### config.mk
export PLATFORM = sky130hd
export DESIGN_NAME = fic_top
export DESIGN_NICKNAME = d
export VERILOG_FILES = /design/src/logic/fic_pkg.sv /design/src/logic/fic_pulse_timer.sv /design/src/logic/fic_top.sv
export VERILOG_INCLUDE_DIRS = /design/src /design/src/logic
export SDC_FILE = /design/constraint.sdc
export NUM_CORES = 1
export LEC_CHECK = 0
export BUFFER_PORTS_ARGS = -buffer_cell sky130_fd_sc_hd__buf_2
export CORE_UTILIZATION = 62
export CTS_BUF_LIST = sky130_fd_sc_hd__clkbuf_8
export CTS_CLUSTER_SIZE = 30
export DETAILED_ROUTE_END_ITERATION = 16
export PLACE_DENSITY = 0.95
export RECOVER_POWER = 25
export SYNTH_ARGS = -nofsm -noshare
export SYNTH_HDL_FRONTEND = slang
export SYNTH_SLANG_ARGS = --single-unit
### constraint.sdc
create_clock -name core_clk -period 4.49 [get_ports core_clk]
set_input_delay 0.898 -clock core_clk [delete_from_list [all_inputs] [get_ports core_clk]]
set_output_delay 0.898 -clock core_clk [all_outputs]
set_load 0.03 [all_outputs]
### src/logic/fic_params.svh
// Register indices, field positions, reset values and timing counts for the fault interrupt block
`ifndef FIC_PARAMS_SVH
`define FIC_PARAMS_SVH

`define FIC_IDX_PIN_MON 8'h27
`define FIC_IDX_CONFIG 8'h28
`define FIC_IDX_MASK0 8'h29
`define FIC_IDX_MASK1 8'h2a
`define FIC_IDX_LATCH0 8'h2c
`define FIC_IDX_LATCH1 8'h2d

`define FIC_RST_CONFIG 8'h00
`define FIC_RST_MASK0 8'hff
`define FIC_RST_MASK1 8'h03

`define FIC_POS_POL 7
`define FIC_POS_EVT_LO 5
`define FIC_POS_SHUT_LO 3
`define FIC_POS_READBACK 2
`define FIC_POS_RECOVERY 1
`define FIC_POS_CLEAR 0

`define FIC_CLK_KHZ 250000
`define FIC_PULSE_MS 2
`define FIC_PERIOD_MS 4
`define FIC_PULSE_CYCLES (`FIC_PULSE_MS * `FIC_CLK_KHZ)
`define FIC_PERIOD_CYCLES (`FIC_PERIOD_MS * `FIC_CLK_KHZ)

`endif

### src/logic/fic_pkg.sv
// Types shared by the fault interrupt block
package fic_pkg;

    typedef enum logic [1:0]
    {
        FIC_EVT_LEVEL = 2'h0,
        FIC_EVT_RSVD = 2'h1,
        FIC_EVT_PERIODIC = 2'h2,
        FIC_EVT_ONESHOT = 2'h3
    } fic_event_mode_t;

    typedef enum logic [1:0]
    {
        FIC_SHUT_NONE = 2'h0,
        FIC_SHUT_UNMASKED = 2'h1,
        FIC_SHUT_ALL = 2'h2,
        FIC_SHUT_RSVD = 2'h3
    } fic_shutdown_mode_t;

endpackage

### src/logic/fic_pulse_timer.sv
// Periodic and one-shot pulse timer for the attention output
`timescale 1ns/1ps
module fic_pulse_timer
#(
    parameter int PULSE_CYCLES = 500000,
    parameter int PERIOD_CYCLES = 1000000
)
(
    input wire logic core_clk,
    input wire logic reset_n,
    input wire logic periodic_run,
    input wire logic oneshot_trigger,
    output logic periodic_active,
    output logic oneshot_active
);
    localparam int CW = $clog2(PERIOD_CYCLES + 1);

    logic [CW-1:0] period_cnt;
    logic [CW-1:0] shot_cnt;
    logic [CW-1:0] next_period_cnt;
    logic [CW-1:0] next_shot_cnt;

    always_comb
    begin
        next_period_cnt = '0;
        if (periodic_run && period_cnt != CW'(PERIOD_CYCLES - 1))
        begin
            next_period_cnt = period_cnt + CW'(1);
        end
        next_shot_cnt = shot_cnt;
        if (oneshot_trigger)
        begin
            next_shot_cnt = CW'(PULSE_CYCLES);
        end
        else if (shot_cnt != '0)
        begin
            next_shot_cnt = shot_cnt - CW'(1);
        end
    end

    always_ff @(posedge core_clk or negedge reset_n)
    begin
        if (!reset_n)
        begin
            period_cnt <= '0;
            shot_cnt <= '0;
        end
        else
        begin
            period_cnt <= next_period_cnt;
            shot_cnt <= next_shot_cnt;
        end
    end

    assign periodic_active = periodic_run && (period_cnt < CW'(PULSE_CYCLES));
    assign oneshot_active = (shot_cnt != '0);

endmodule

### src/logic/fic_top.sv
// Interrupt configuration, fault shutdown and pin level monitor with APB access
// Functional notes
// - Monitor bits 7-5 show synced multi-purpose pin levels when set as inputs.
// - Monitor bits 4-3 show synced input-only pin levels when set as inputs.
// - Monitor bits 2-0 always read zero; writes are ignored.
// - Config bit 7 picks attention level: zero active low, one active high.
// - Event field zero: attention held while any unmasked latched bit is set.
// - Event field two: 2 ms asserted per 4 ms while unmasked latch set.
// - Event field three: one 2 ms pulse per new unmasked event.
// - Shutdown field zero: faults never power down channels or bias.
// - Shutdown field one: unmasked channel faults power down that channel.
// - Shutdown field two: any channel fault powers down that channel.
// - Readback bit: one shows only unmasked latched bits, masked read zero.
// - Recovery bit zero: channels power back up when the fault goes.
// - Clear bit zero: read clears latched bit only when its live status is zero.
// - Clear bit one: read always clears; re-set only on live rising edge.
// - Config register is read/write and resets to zero.
// - A mask bit of one excludes its source; zero includes it.
// - Latched bits set on events, clear per clear mode, reset to zero.
`timescale 1ns/1ps
`include "fic_params.svh"
module fic_top
#(
    parameter int PULSE_CYCLES = `FIC_PULSE_CYCLES,
    parameter int PERIOD_CYCLES = `FIC_PERIOD_CYCLES,
    parameter int CHANNELS = 2
)
(
    input wire logic core_clk,
    input wire logic reset_n,
    input wire logic psel,
    input wire logic penable,
    input wire logic pwrite,
    input wire logic [9:0] paddr,
    input wire logic [31:0] pwdata,
    output logic [31:0] prdata,
    output logic pready,
    output logic pslverr,
    input wire logic [2:0] multi_pin_level_in,
    input wire logic [1:0] input_pin_level_in,
    input wire logic [4:0] pin_is_general_input,
    input wire logic [3:0] system_event_live,
    input wire logic [CHANNELS-1:0] channel_fault_live,
    input wire logic bias_shutdown_setting,
    input wire logic [CHANNELS-1:0] channel_powerup_register,
    output logic attention_pin,
    output logic [CHANNELS-1:0] channel_powerdown,
    output logic mic_supply_bias_off
);
    import fic_pkg::*;

    localparam int NSRC = 4 + CHANNELS;

    function automatic logic idx_hit(input logic [9:0] addr, input logic [7:0] idx);
        idx_hit = (addr[9:2] == idx) && (addr[1:0] == 2'h0);
    endfunction

    // Pin synchronisers
    logic [4:0] pin_meta;
    logic [4:0] pin_sync;

    always_ff @(posedge core_clk or negedge reset_n)
    begin
        if (!reset_n)
        begin
            pin_meta <= 5'h00;
            pin_sync <= 5'h00;
        end
        else
        begin
            pin_meta <= {multi_pin_level_in, input_pin_level_in};
            pin_sync <= pin_meta;
        end
    end

    // Configuration and mask registers
    logic [7:0] interrupt_config;
    logic [7:0] mask0;
    logic [7:0] mask1;
    logic [7:0] next_interrupt_config;
    logic [7:0] next_mask0;
    logic [7:0] next_mask1;
    logic wr_en;
    logic rd_done;

    assign wr_en = psel && penable && pwrite;
    assign rd_done = psel && penable && !pwrite;

    always_comb
    begin
        next_interrupt_config = interrupt_config;
        next_mask0 = mask0;
        next_mask1 = mask1;
        if (wr_en && idx_hit(paddr, `FIC_IDX_CONFIG))
        begin
            next_interrupt_config = pwdata[7:0];
        end
        if (wr_en && idx_hit(paddr, `FIC_IDX_MASK0))
        begin
            next_mask0 = pwdata[7:0];
        end
        if (wr_en && idx_hit(paddr, `FIC_IDX_MASK1))
        begin
            next_mask1 = pwdata[7:0];
        end
    end

    always_ff @(posedge core_clk or negedge reset_n)
    begin
        if (!reset_n)
        begin
            interrupt_config <= `FIC_RST_CONFIG;
            mask0 <= `FIC_RST_MASK0;
            mask1 <= `FIC_RST_MASK1;
        end
        else
        begin
            interrupt_config <= next_interrupt_config;
            mask0 <= next_mask0;
            mask1 <= next_mask1;
        end
    end

    // Field decode
    logic attention_polarity;
    fic_event_mode_t event_mode;
    fic_shutdown_mode_t fault_shutdown_mode;
    logic latched_readback_mode;
    logic fault_recovery_mode;
    logic latched_clear_mode;
    logic [NSRC-1:0] src_mask;
    logic [NSRC-1:0] src_live;

    assign attention_polarity = interrupt_config[`FIC_POS_POL];
    assign event_mode = fic_event_mode_t'(interrupt_config[`FIC_POS_EVT_LO +: 2]);
    assign fault_shutdown_mode = fic_shutdown_mode_t'(interrupt_config[`FIC_POS_SHUT_LO +: 2]);
    assign latched_readback_mode = interrupt_config[`FIC_POS_READBACK];
    assign fault_recovery_mode = interrupt_config[`FIC_POS_RECOVERY];
    assign latched_clear_mode = interrupt_config[`FIC_POS_CLEAR];
    assign src_mask = {mask0[7:4], mask1[7:8-CHANNELS]};
    assign src_live = {system_event_live, channel_fault_live};

    // Latched status
    logic [NSRC-1:0] latched_status;
    logic [NSRC-1:0] live_prev;
    logic [NSRC-1:0] rd_snap;
    logic [NSRC-1:0] next_latched_status;
    logic [NSRC-1:0] set_evt;
    logic [NSRC-1:0] read_clr;
    logic [NSRC-1:0] rd_region;

    always_comb
    begin
        rd_region = '0;
        if (idx_hit(paddr, `FIC_IDX_LATCH0))
        begin
            rd_region[NSRC-1:CHANNELS] = 4'hf;
        end
        if (idx_hit(paddr, `FIC_IDX_LATCH1))
        begin
            rd_region[CHANNELS-1:0] = '1;
        end
        // Clear only what was latched when the read was captured, masked or not
        read_clr = rd_done ? (rd_snap & rd_region) : '0;
        if (latched_clear_mode)
        begin
            set_evt = src_live & ~live_prev;
        end
        else
        begin
            set_evt = src_live;
            read_clr = read_clr & ~src_live;
        end
        next_latched_status = (latched_status & ~read_clr) | set_evt;
    end

    always_ff @(posedge core_clk or negedge reset_n)
    begin
        if (!reset_n)
        begin
            latched_status <= '0;
            live_prev <= '0;
        end
        else
        begin
            latched_status <= next_latched_status;
            live_prev <= src_live;
        end
    end

    // Attention output
    logic any_unmasked;
    logic new_unmasked;
    logic periodic_active;
    logic oneshot_active;
    logic attention_asserted;
    logic next_attention_pin;

    assign any_unmasked = |(latched_status & ~src_mask);
    assign new_unmasked = |(src_live & ~live_prev & ~src_mask);

    fic_pulse_timer #(
        .PULSE_CYCLES(PULSE_CYCLES),
        .PERIOD_CYCLES(PERIOD_CYCLES)
    ) u_pulse_timer (
        .core_clk(core_clk),
        .reset_n(reset_n),
        .periodic_run(event_mode == FIC_EVT_PERIODIC && any_unmasked),
        .oneshot_trigger(event_mode == FIC_EVT_ONESHOT && new_unmasked),
        .periodic_active(periodic_active),
        .oneshot_active(oneshot_active)
    );

    always_comb
    begin
        unique case (event_mode)
            FIC_EVT_PERIODIC: attention_asserted = periodic_active;
            FIC_EVT_ONESHOT: attention_asserted = oneshot_active;
            FIC_EVT_LEVEL: attention_asserted = any_unmasked;
            FIC_EVT_RSVD: attention_asserted = any_unmasked;
        endcase
        next_attention_pin = attention_polarity ? attention_asserted : !attention_asserted;
    end

    always_ff @(posedge core_clk or negedge reset_n)
    begin
        if (!reset_n)
        begin
            attention_pin <= 1'b1;
        end
        else
        begin
            attention_pin <= next_attention_pin;
        end
    end

    // Fault shutdown
    logic [CHANNELS-1:0] chan_trip;
    logic bias_trip;
    logic [CHANNELS-1:0] next_channel_powerdown;
    logic next_mic_supply_bias_off;

    always_comb
    begin
        chan_trip = '0;
        bias_trip = 1'b0;
        unique case (fault_shutdown_mode)
            FIC_SHUT_UNMASKED:
            begin
                chan_trip = channel_fault_live & ~src_mask[CHANNELS-1:0];
                bias_trip = |system_event_live[1:0];
            end
            FIC_SHUT_ALL:
            begin
                chan_trip = channel_fault_live;
                bias_trip = |system_event_live[1:0];
            end
            FIC_SHUT_NONE: chan_trip = '0;
            FIC_SHUT_RSVD: chan_trip = '0;
        endcase
        bias_trip = bias_trip && bias_shutdown_setting;
        next_mic_supply_bias_off = bias_trip;
        chan_trip = chan_trip | {CHANNELS{bias_trip}};
        if (fault_recovery_mode)
        begin
            // Held until software powers the channel up with the fault gone
            next_channel_powerdown = chan_trip |
                (channel_powerdown & ~channel_powerup_register);
        end
        else
        begin
            next_channel_powerdown = chan_trip;
        end
    end

    always_ff @(posedge core_clk or negedge reset_n)
    begin
        if (!reset_n)
        begin
            channel_powerdown <= '0;
            mic_supply_bias_off <= 1'b0;
        end
        else
        begin
            channel_powerdown <= next_channel_powerdown;
            mic_supply_bias_off <= next_mic_supply_bias_off;
        end
    end

    // APB read path, captured in the setup cycle
    logic [7:0] pin_level_monitor;
    logic [NSRC-1:0] latched_view;
    logic [7:0] rd_byte;
    logic rd_mapped;
    logic [31:0] next_prdata;
    logic next_pslverr;
    logic [NSRC-1:0] next_rd_snap;

    assign pin_level_monitor = {pin_sync & pin_is_general_input, 3'h0};
    assign latched_view = latched_readback_mode ?
        (latched_status & ~src_mask) : latched_status;

    always_comb
    begin
        rd_byte = 8'h00;
        rd_mapped = 1'b1;
        if (idx_hit(paddr, `FIC_IDX_PIN_MON))
        begin
            rd_byte = pin_level_monitor;
        end
        else if (idx_hit(paddr, `FIC_IDX_CONFIG))
        begin
            rd_byte = interrupt_config;
        end
        else if (idx_hit(paddr, `FIC_IDX_MASK0))
        begin
            rd_byte = mask0;
        end
        else if (idx_hit(paddr, `FIC_IDX_MASK1))
        begin
            rd_byte = mask1;
        end
        else if (idx_hit(paddr, `FIC_IDX_LATCH0))
        begin
            rd_byte = {latched_view[NSRC-1:CHANNELS], 4'h0};
        end
        else if (idx_hit(paddr, `FIC_IDX_LATCH1))
        begin
            rd_byte = {latched_view[CHANNELS-1:0], {(8-CHANNELS){1'b0}}};
        end
        else
        begin
            rd_mapped = 1'b0;
        end
        next_prdata = prdata;
        next_pslverr = pslverr;
        next_rd_snap = rd_snap;
        if (psel && !penable)
        begin
            next_prdata = pwrite ? 32'h0000_0000 : {24'h00_0000, rd_byte};
            next_pslverr = !rd_mapped;
            next_rd_snap = latched_status;
        end
    end

    always_ff @(posedge core_clk or negedge reset_n)
    begin
        if (!reset_n)
        begin
            prdata <= 32'h0000_0000;
            pslverr <= 1'b0;
            rd_snap <= '0;
        end
        else
        begin
            prdata <= next_prdata;
            pslverr <= next_pslverr;
            rd_snap <= next_rd_snap;
        end
    end

    assign pready = 1'b1;

endmodule

==> results.md <==
* Die extent in y at 94.1 um
* Minimum hold slack at 0.364 ns
* Final weighted congestion of routability-driven global placement at 0.879
* Highest attainable clock frequency at 0.372 GHz
* CORE AREA at 8220 um^2
* Antenna violations before repair at 0
* Clock latency on the worst-skew pair at 0.38 ns
* Critical path required time at 4.80 ns
* Remaining global-route overflow at 0
* Setup-failing EPs final at 0
* Commonest cells in the synthesized netlist: 94 x dfrtp_1, 54 x nor2_1, 47 x nand2_1, 30 x inv_1
* Post-CTS setup buffer count at 0
* Standard-cell row count at 33
* Growth of design area from synthesis to finish at 8.52%
* Starting density of the core at 64.0%
* Number of cells traversed by the worst register-to-register path at 7
* Number of vias after detailed routing at 4097
* Clock Path Buffers at 2
* Class of the tightest hold or removal check: reg2reg
* Overall die area at 8850 um^2
* Most utilized layer in the global route result: met2
* Maximum VDD drop at 0.000277 V
* Count of hold buffers inserted by post-cts repair at 0
* Setup slack on the worst flop-to-flop path at 2.23 ns
* Placed wire-length estimate at 7920 um
* WL/cell at 17.0 um
* Met2 Use GR at 47.0%
* Count of routing violations after the opening detailed-route iteration at 550
* Relative slew slack at -25.9%
* Predominant post-synthesis flop cell: dfrtp_1
* Crit. path cell count at 6
* Post-route clock period utilization at 59.8%
* Crit path buffers/inverters at 1
* Global routing usage on met1 at 36.3%
* CTS root buffer: clkbuf_8
* Cells after Synth at 513
* Met3 GRT Util at 6.15%
* Final std cells w/o fill at 673
* Post-placement cell count at 657
* Number of buffers created by CTS at 9
* Worst clock skew at 0.0109 ns
* Outcome: finished with violations
* Wire length after detailed routing at 11400 um
* Unrepaired setup endpoints after global routing: false
* Final Critical Period at 2.69 ns
* Per-instance average area after synthesis at 10.2 um^2
* Total Neg Setup Slack at 0 ns
* First-pass GRT wire length at 19200 um
* GRT Total Usage at 28.6%
* Kind of cell adding the most delay to the critical path: simple AND/OR/NAND/NOR gates
* Yosys top cell by area: dfrtp_1
* Count of input and output buffers at 54
* Area of all sequential standard cells at 2640 um^2
* Final number of max-transition violations at 79
* Maximum number of pins on one net before global-route repair at 79
* Pwr per Cell Area at 341 nW/um^2
* Critical path launch point: penable
* Startpoint of the lowest-slack register-to-register path: u_pulse_timer.shot_cnt[0]
* Combined area of the multi-input logic cells at 2340 um^2
* Yosys top cell area share at 44.8%
* Synth unique cells at 67
* Cell with the biggest individual delay on the critical path: a2111oi_0
* Number of antenna diodes at 0
* CTS tree: yes
* Count of fill cells added during filler insertion at 615
* Ports at 104
* Maximum cell stage delay along the critical path at 0.62 ns
* Cell types with the largest area share after synthesis: dfrtp_1 45%, dfstp_2 5.5%, mux2_2 5.4%
* Cell area after technology mapping at 5260 um^2
* Clk slew on worst S/H paths at 0.10 ns
* Seq/Total Area, Yosys at 50.2%
* Die Width at 94.1 um
* Leakage at 0.00254 uW
* Critical path data arrival time at 3.00 ns
* Highest fanout seen on the critical path at 27
* Ordered cell list for the critical path: buf_2 -> nand2b_1 -> nor2_1 -> nand4_1 -> a2111oi_0 -> a221o_1
* Number of enable flip-flop cells after synthesis at 0
* Number of nets with antenna violations after detailed routing at 0
* Mean number of vias per cell at 6.09
* Worst Hold Path EP: pin_sync[2]
* Share of synthesized registers carrying an async set or reset at 100%
* Most repeated cell in the gate-level netlist after synthesis: dfrtp_1
* Share of layout cells above drive strength 1 at 21.1%
* Worst flop-to-flop path endpoint: u_pulse_timer.shot_cnt[8]
* Endpoint kind of the worst setup timing path: flop
* Number of warnings issued by yosys at 0
* Post-synthesis sequential element count at 105
* Number of remaining DRC errors at 0
* Worst Setup Path Type: in2reg
* Pre-Repair DR Iteration Count at 5
* Nets at 634
* Total of max-cap violations at 1
* Worst Hold Depth at 0
* Number of clock sinks at 105
* Failing checks: capacitance limit, slew limit
* Number of global-route vias before repair at 4022
* Number of levels in the clock H-tree at 3
* Resized Gates After CTS at 0
* Number of hold violations in the final report at 0
* Hold Path Origin: pin_meta[2]
* Category of the worst setup path launch point: input port
* Tightest Pin Transition at 1.89 ns
==> placed cells by master (no fill, tap or decap), types with 6 or more instances in the layout <==
| master | instances |
|---|---|
| a21oi_1 | 18 |
| a22o_1 | 7 |
| nor2_1 | 54 |
| inv_1 | 30 |
| clkbuf_1 | 6 |
| buf_2 | 47 |
| conb_1 | 25 |
| o31ai_1 | 6 |
| xor2_1 | 15 |
| o21ai_0 | 24 |
| nor3_1 | 10 |
| dfrtp_1 | 94 |
| nand3_1 | 19 |
| xnor2_1 | 17 |
| nand2_1 | 47 |
| dfstp_2 | 11 |
| mux2_2 | 25 |
| clkbuf_8 | 10 |
==> how the worst max path moves through the flow <==
stage | to | slack (ns)
2_1_floorplan | mask1[2] | 2.27
3_3_place_gp | prdata[7] | 1.60
3_5_place_dp | prdata[7] | 1.52
4_1_cts | prdata[7] | 1.89
5_1_grt | prdata[7] | 1.64
6_report | prdata[7] | 1.80
==> final cells by class <==
| cell class | instances | share of cell area [%] |
|---|---|---|
| clock buffers | 10 | 2.41 |
| well taps | 105 | 2.30 |
| flip-flops and latches | 105 | 46.3 |
| repair buffers | 55 | 4.74 |
| inverters | 30 | 1.97 |
| multi-input cells | 362 | 41.0 |
| clock inverters | 6 | 1.32 |
==> sequential cells by signal, indices dropped and copies added (netlist names) <==
register                  flops
mask1                         8
attention_pin                 1
mask0                         8
pin_sync                      5
pin_meta                      5
channel_powerdown             2
pslverr                       1
mic_supply_bias_off           1
interrupt_config              8
live_prev                     6
u_pulse_timer.period_cnt     20
u_pulse_timer.shot_cnt       20
prdata                        8
rd_snap                       6
latched_status                6
==> per-layer routing <==
layer  wire length, um  vias to the layer above
met1              4630                     2055
met5                 0                        -
met2              5800                      168
met3               745                       30
li1                  -                     1844
met4               236                        0
==> where the power goes <==
| part | internal [uW] | switching [uW] | leakage [uW] | total [uW] |
|---|---|---|---|---|
| Combinational | 84.6 | 156 | 0.00115 | 241 |
| Clock | 281 | 343 | 0.000105 | 624 |
| Sequential | 1010 | 66.4 | 0.00129 | 1080 |
| Total | 1380 | 566 | 0.00254 | 1940 |
==> stage by stage <==
stage / cell area (um^2) / utilization [%] / setup WS [ns] / total power [uW]
after CTS: 5710 / 69.5 / 1.89 / 1950
final: 5700 / 69.4 / 1.80 / 1940
after global routing: 5700 / 69.4 / 1.64 / 2020
after floorplan: 5340 / - / 2.27 / 1260
after global placement: 5500 / 67.0 / 1.60 / 1310
after detailed placement: 5500 / 67.0 / 1.52 / 1330
==> cell families after synthesis <==
kind of cell | synth area share, %
xor+xnor | 5.33
fa+ha+maj | 1.19
buf+inv | 6.95
flops | 50.3
compound gates | 10.8
mux | 6.40
other cells | 0.143
simple gates | 18.9
No activity file was read; power rests on OpenSTA's default activity.
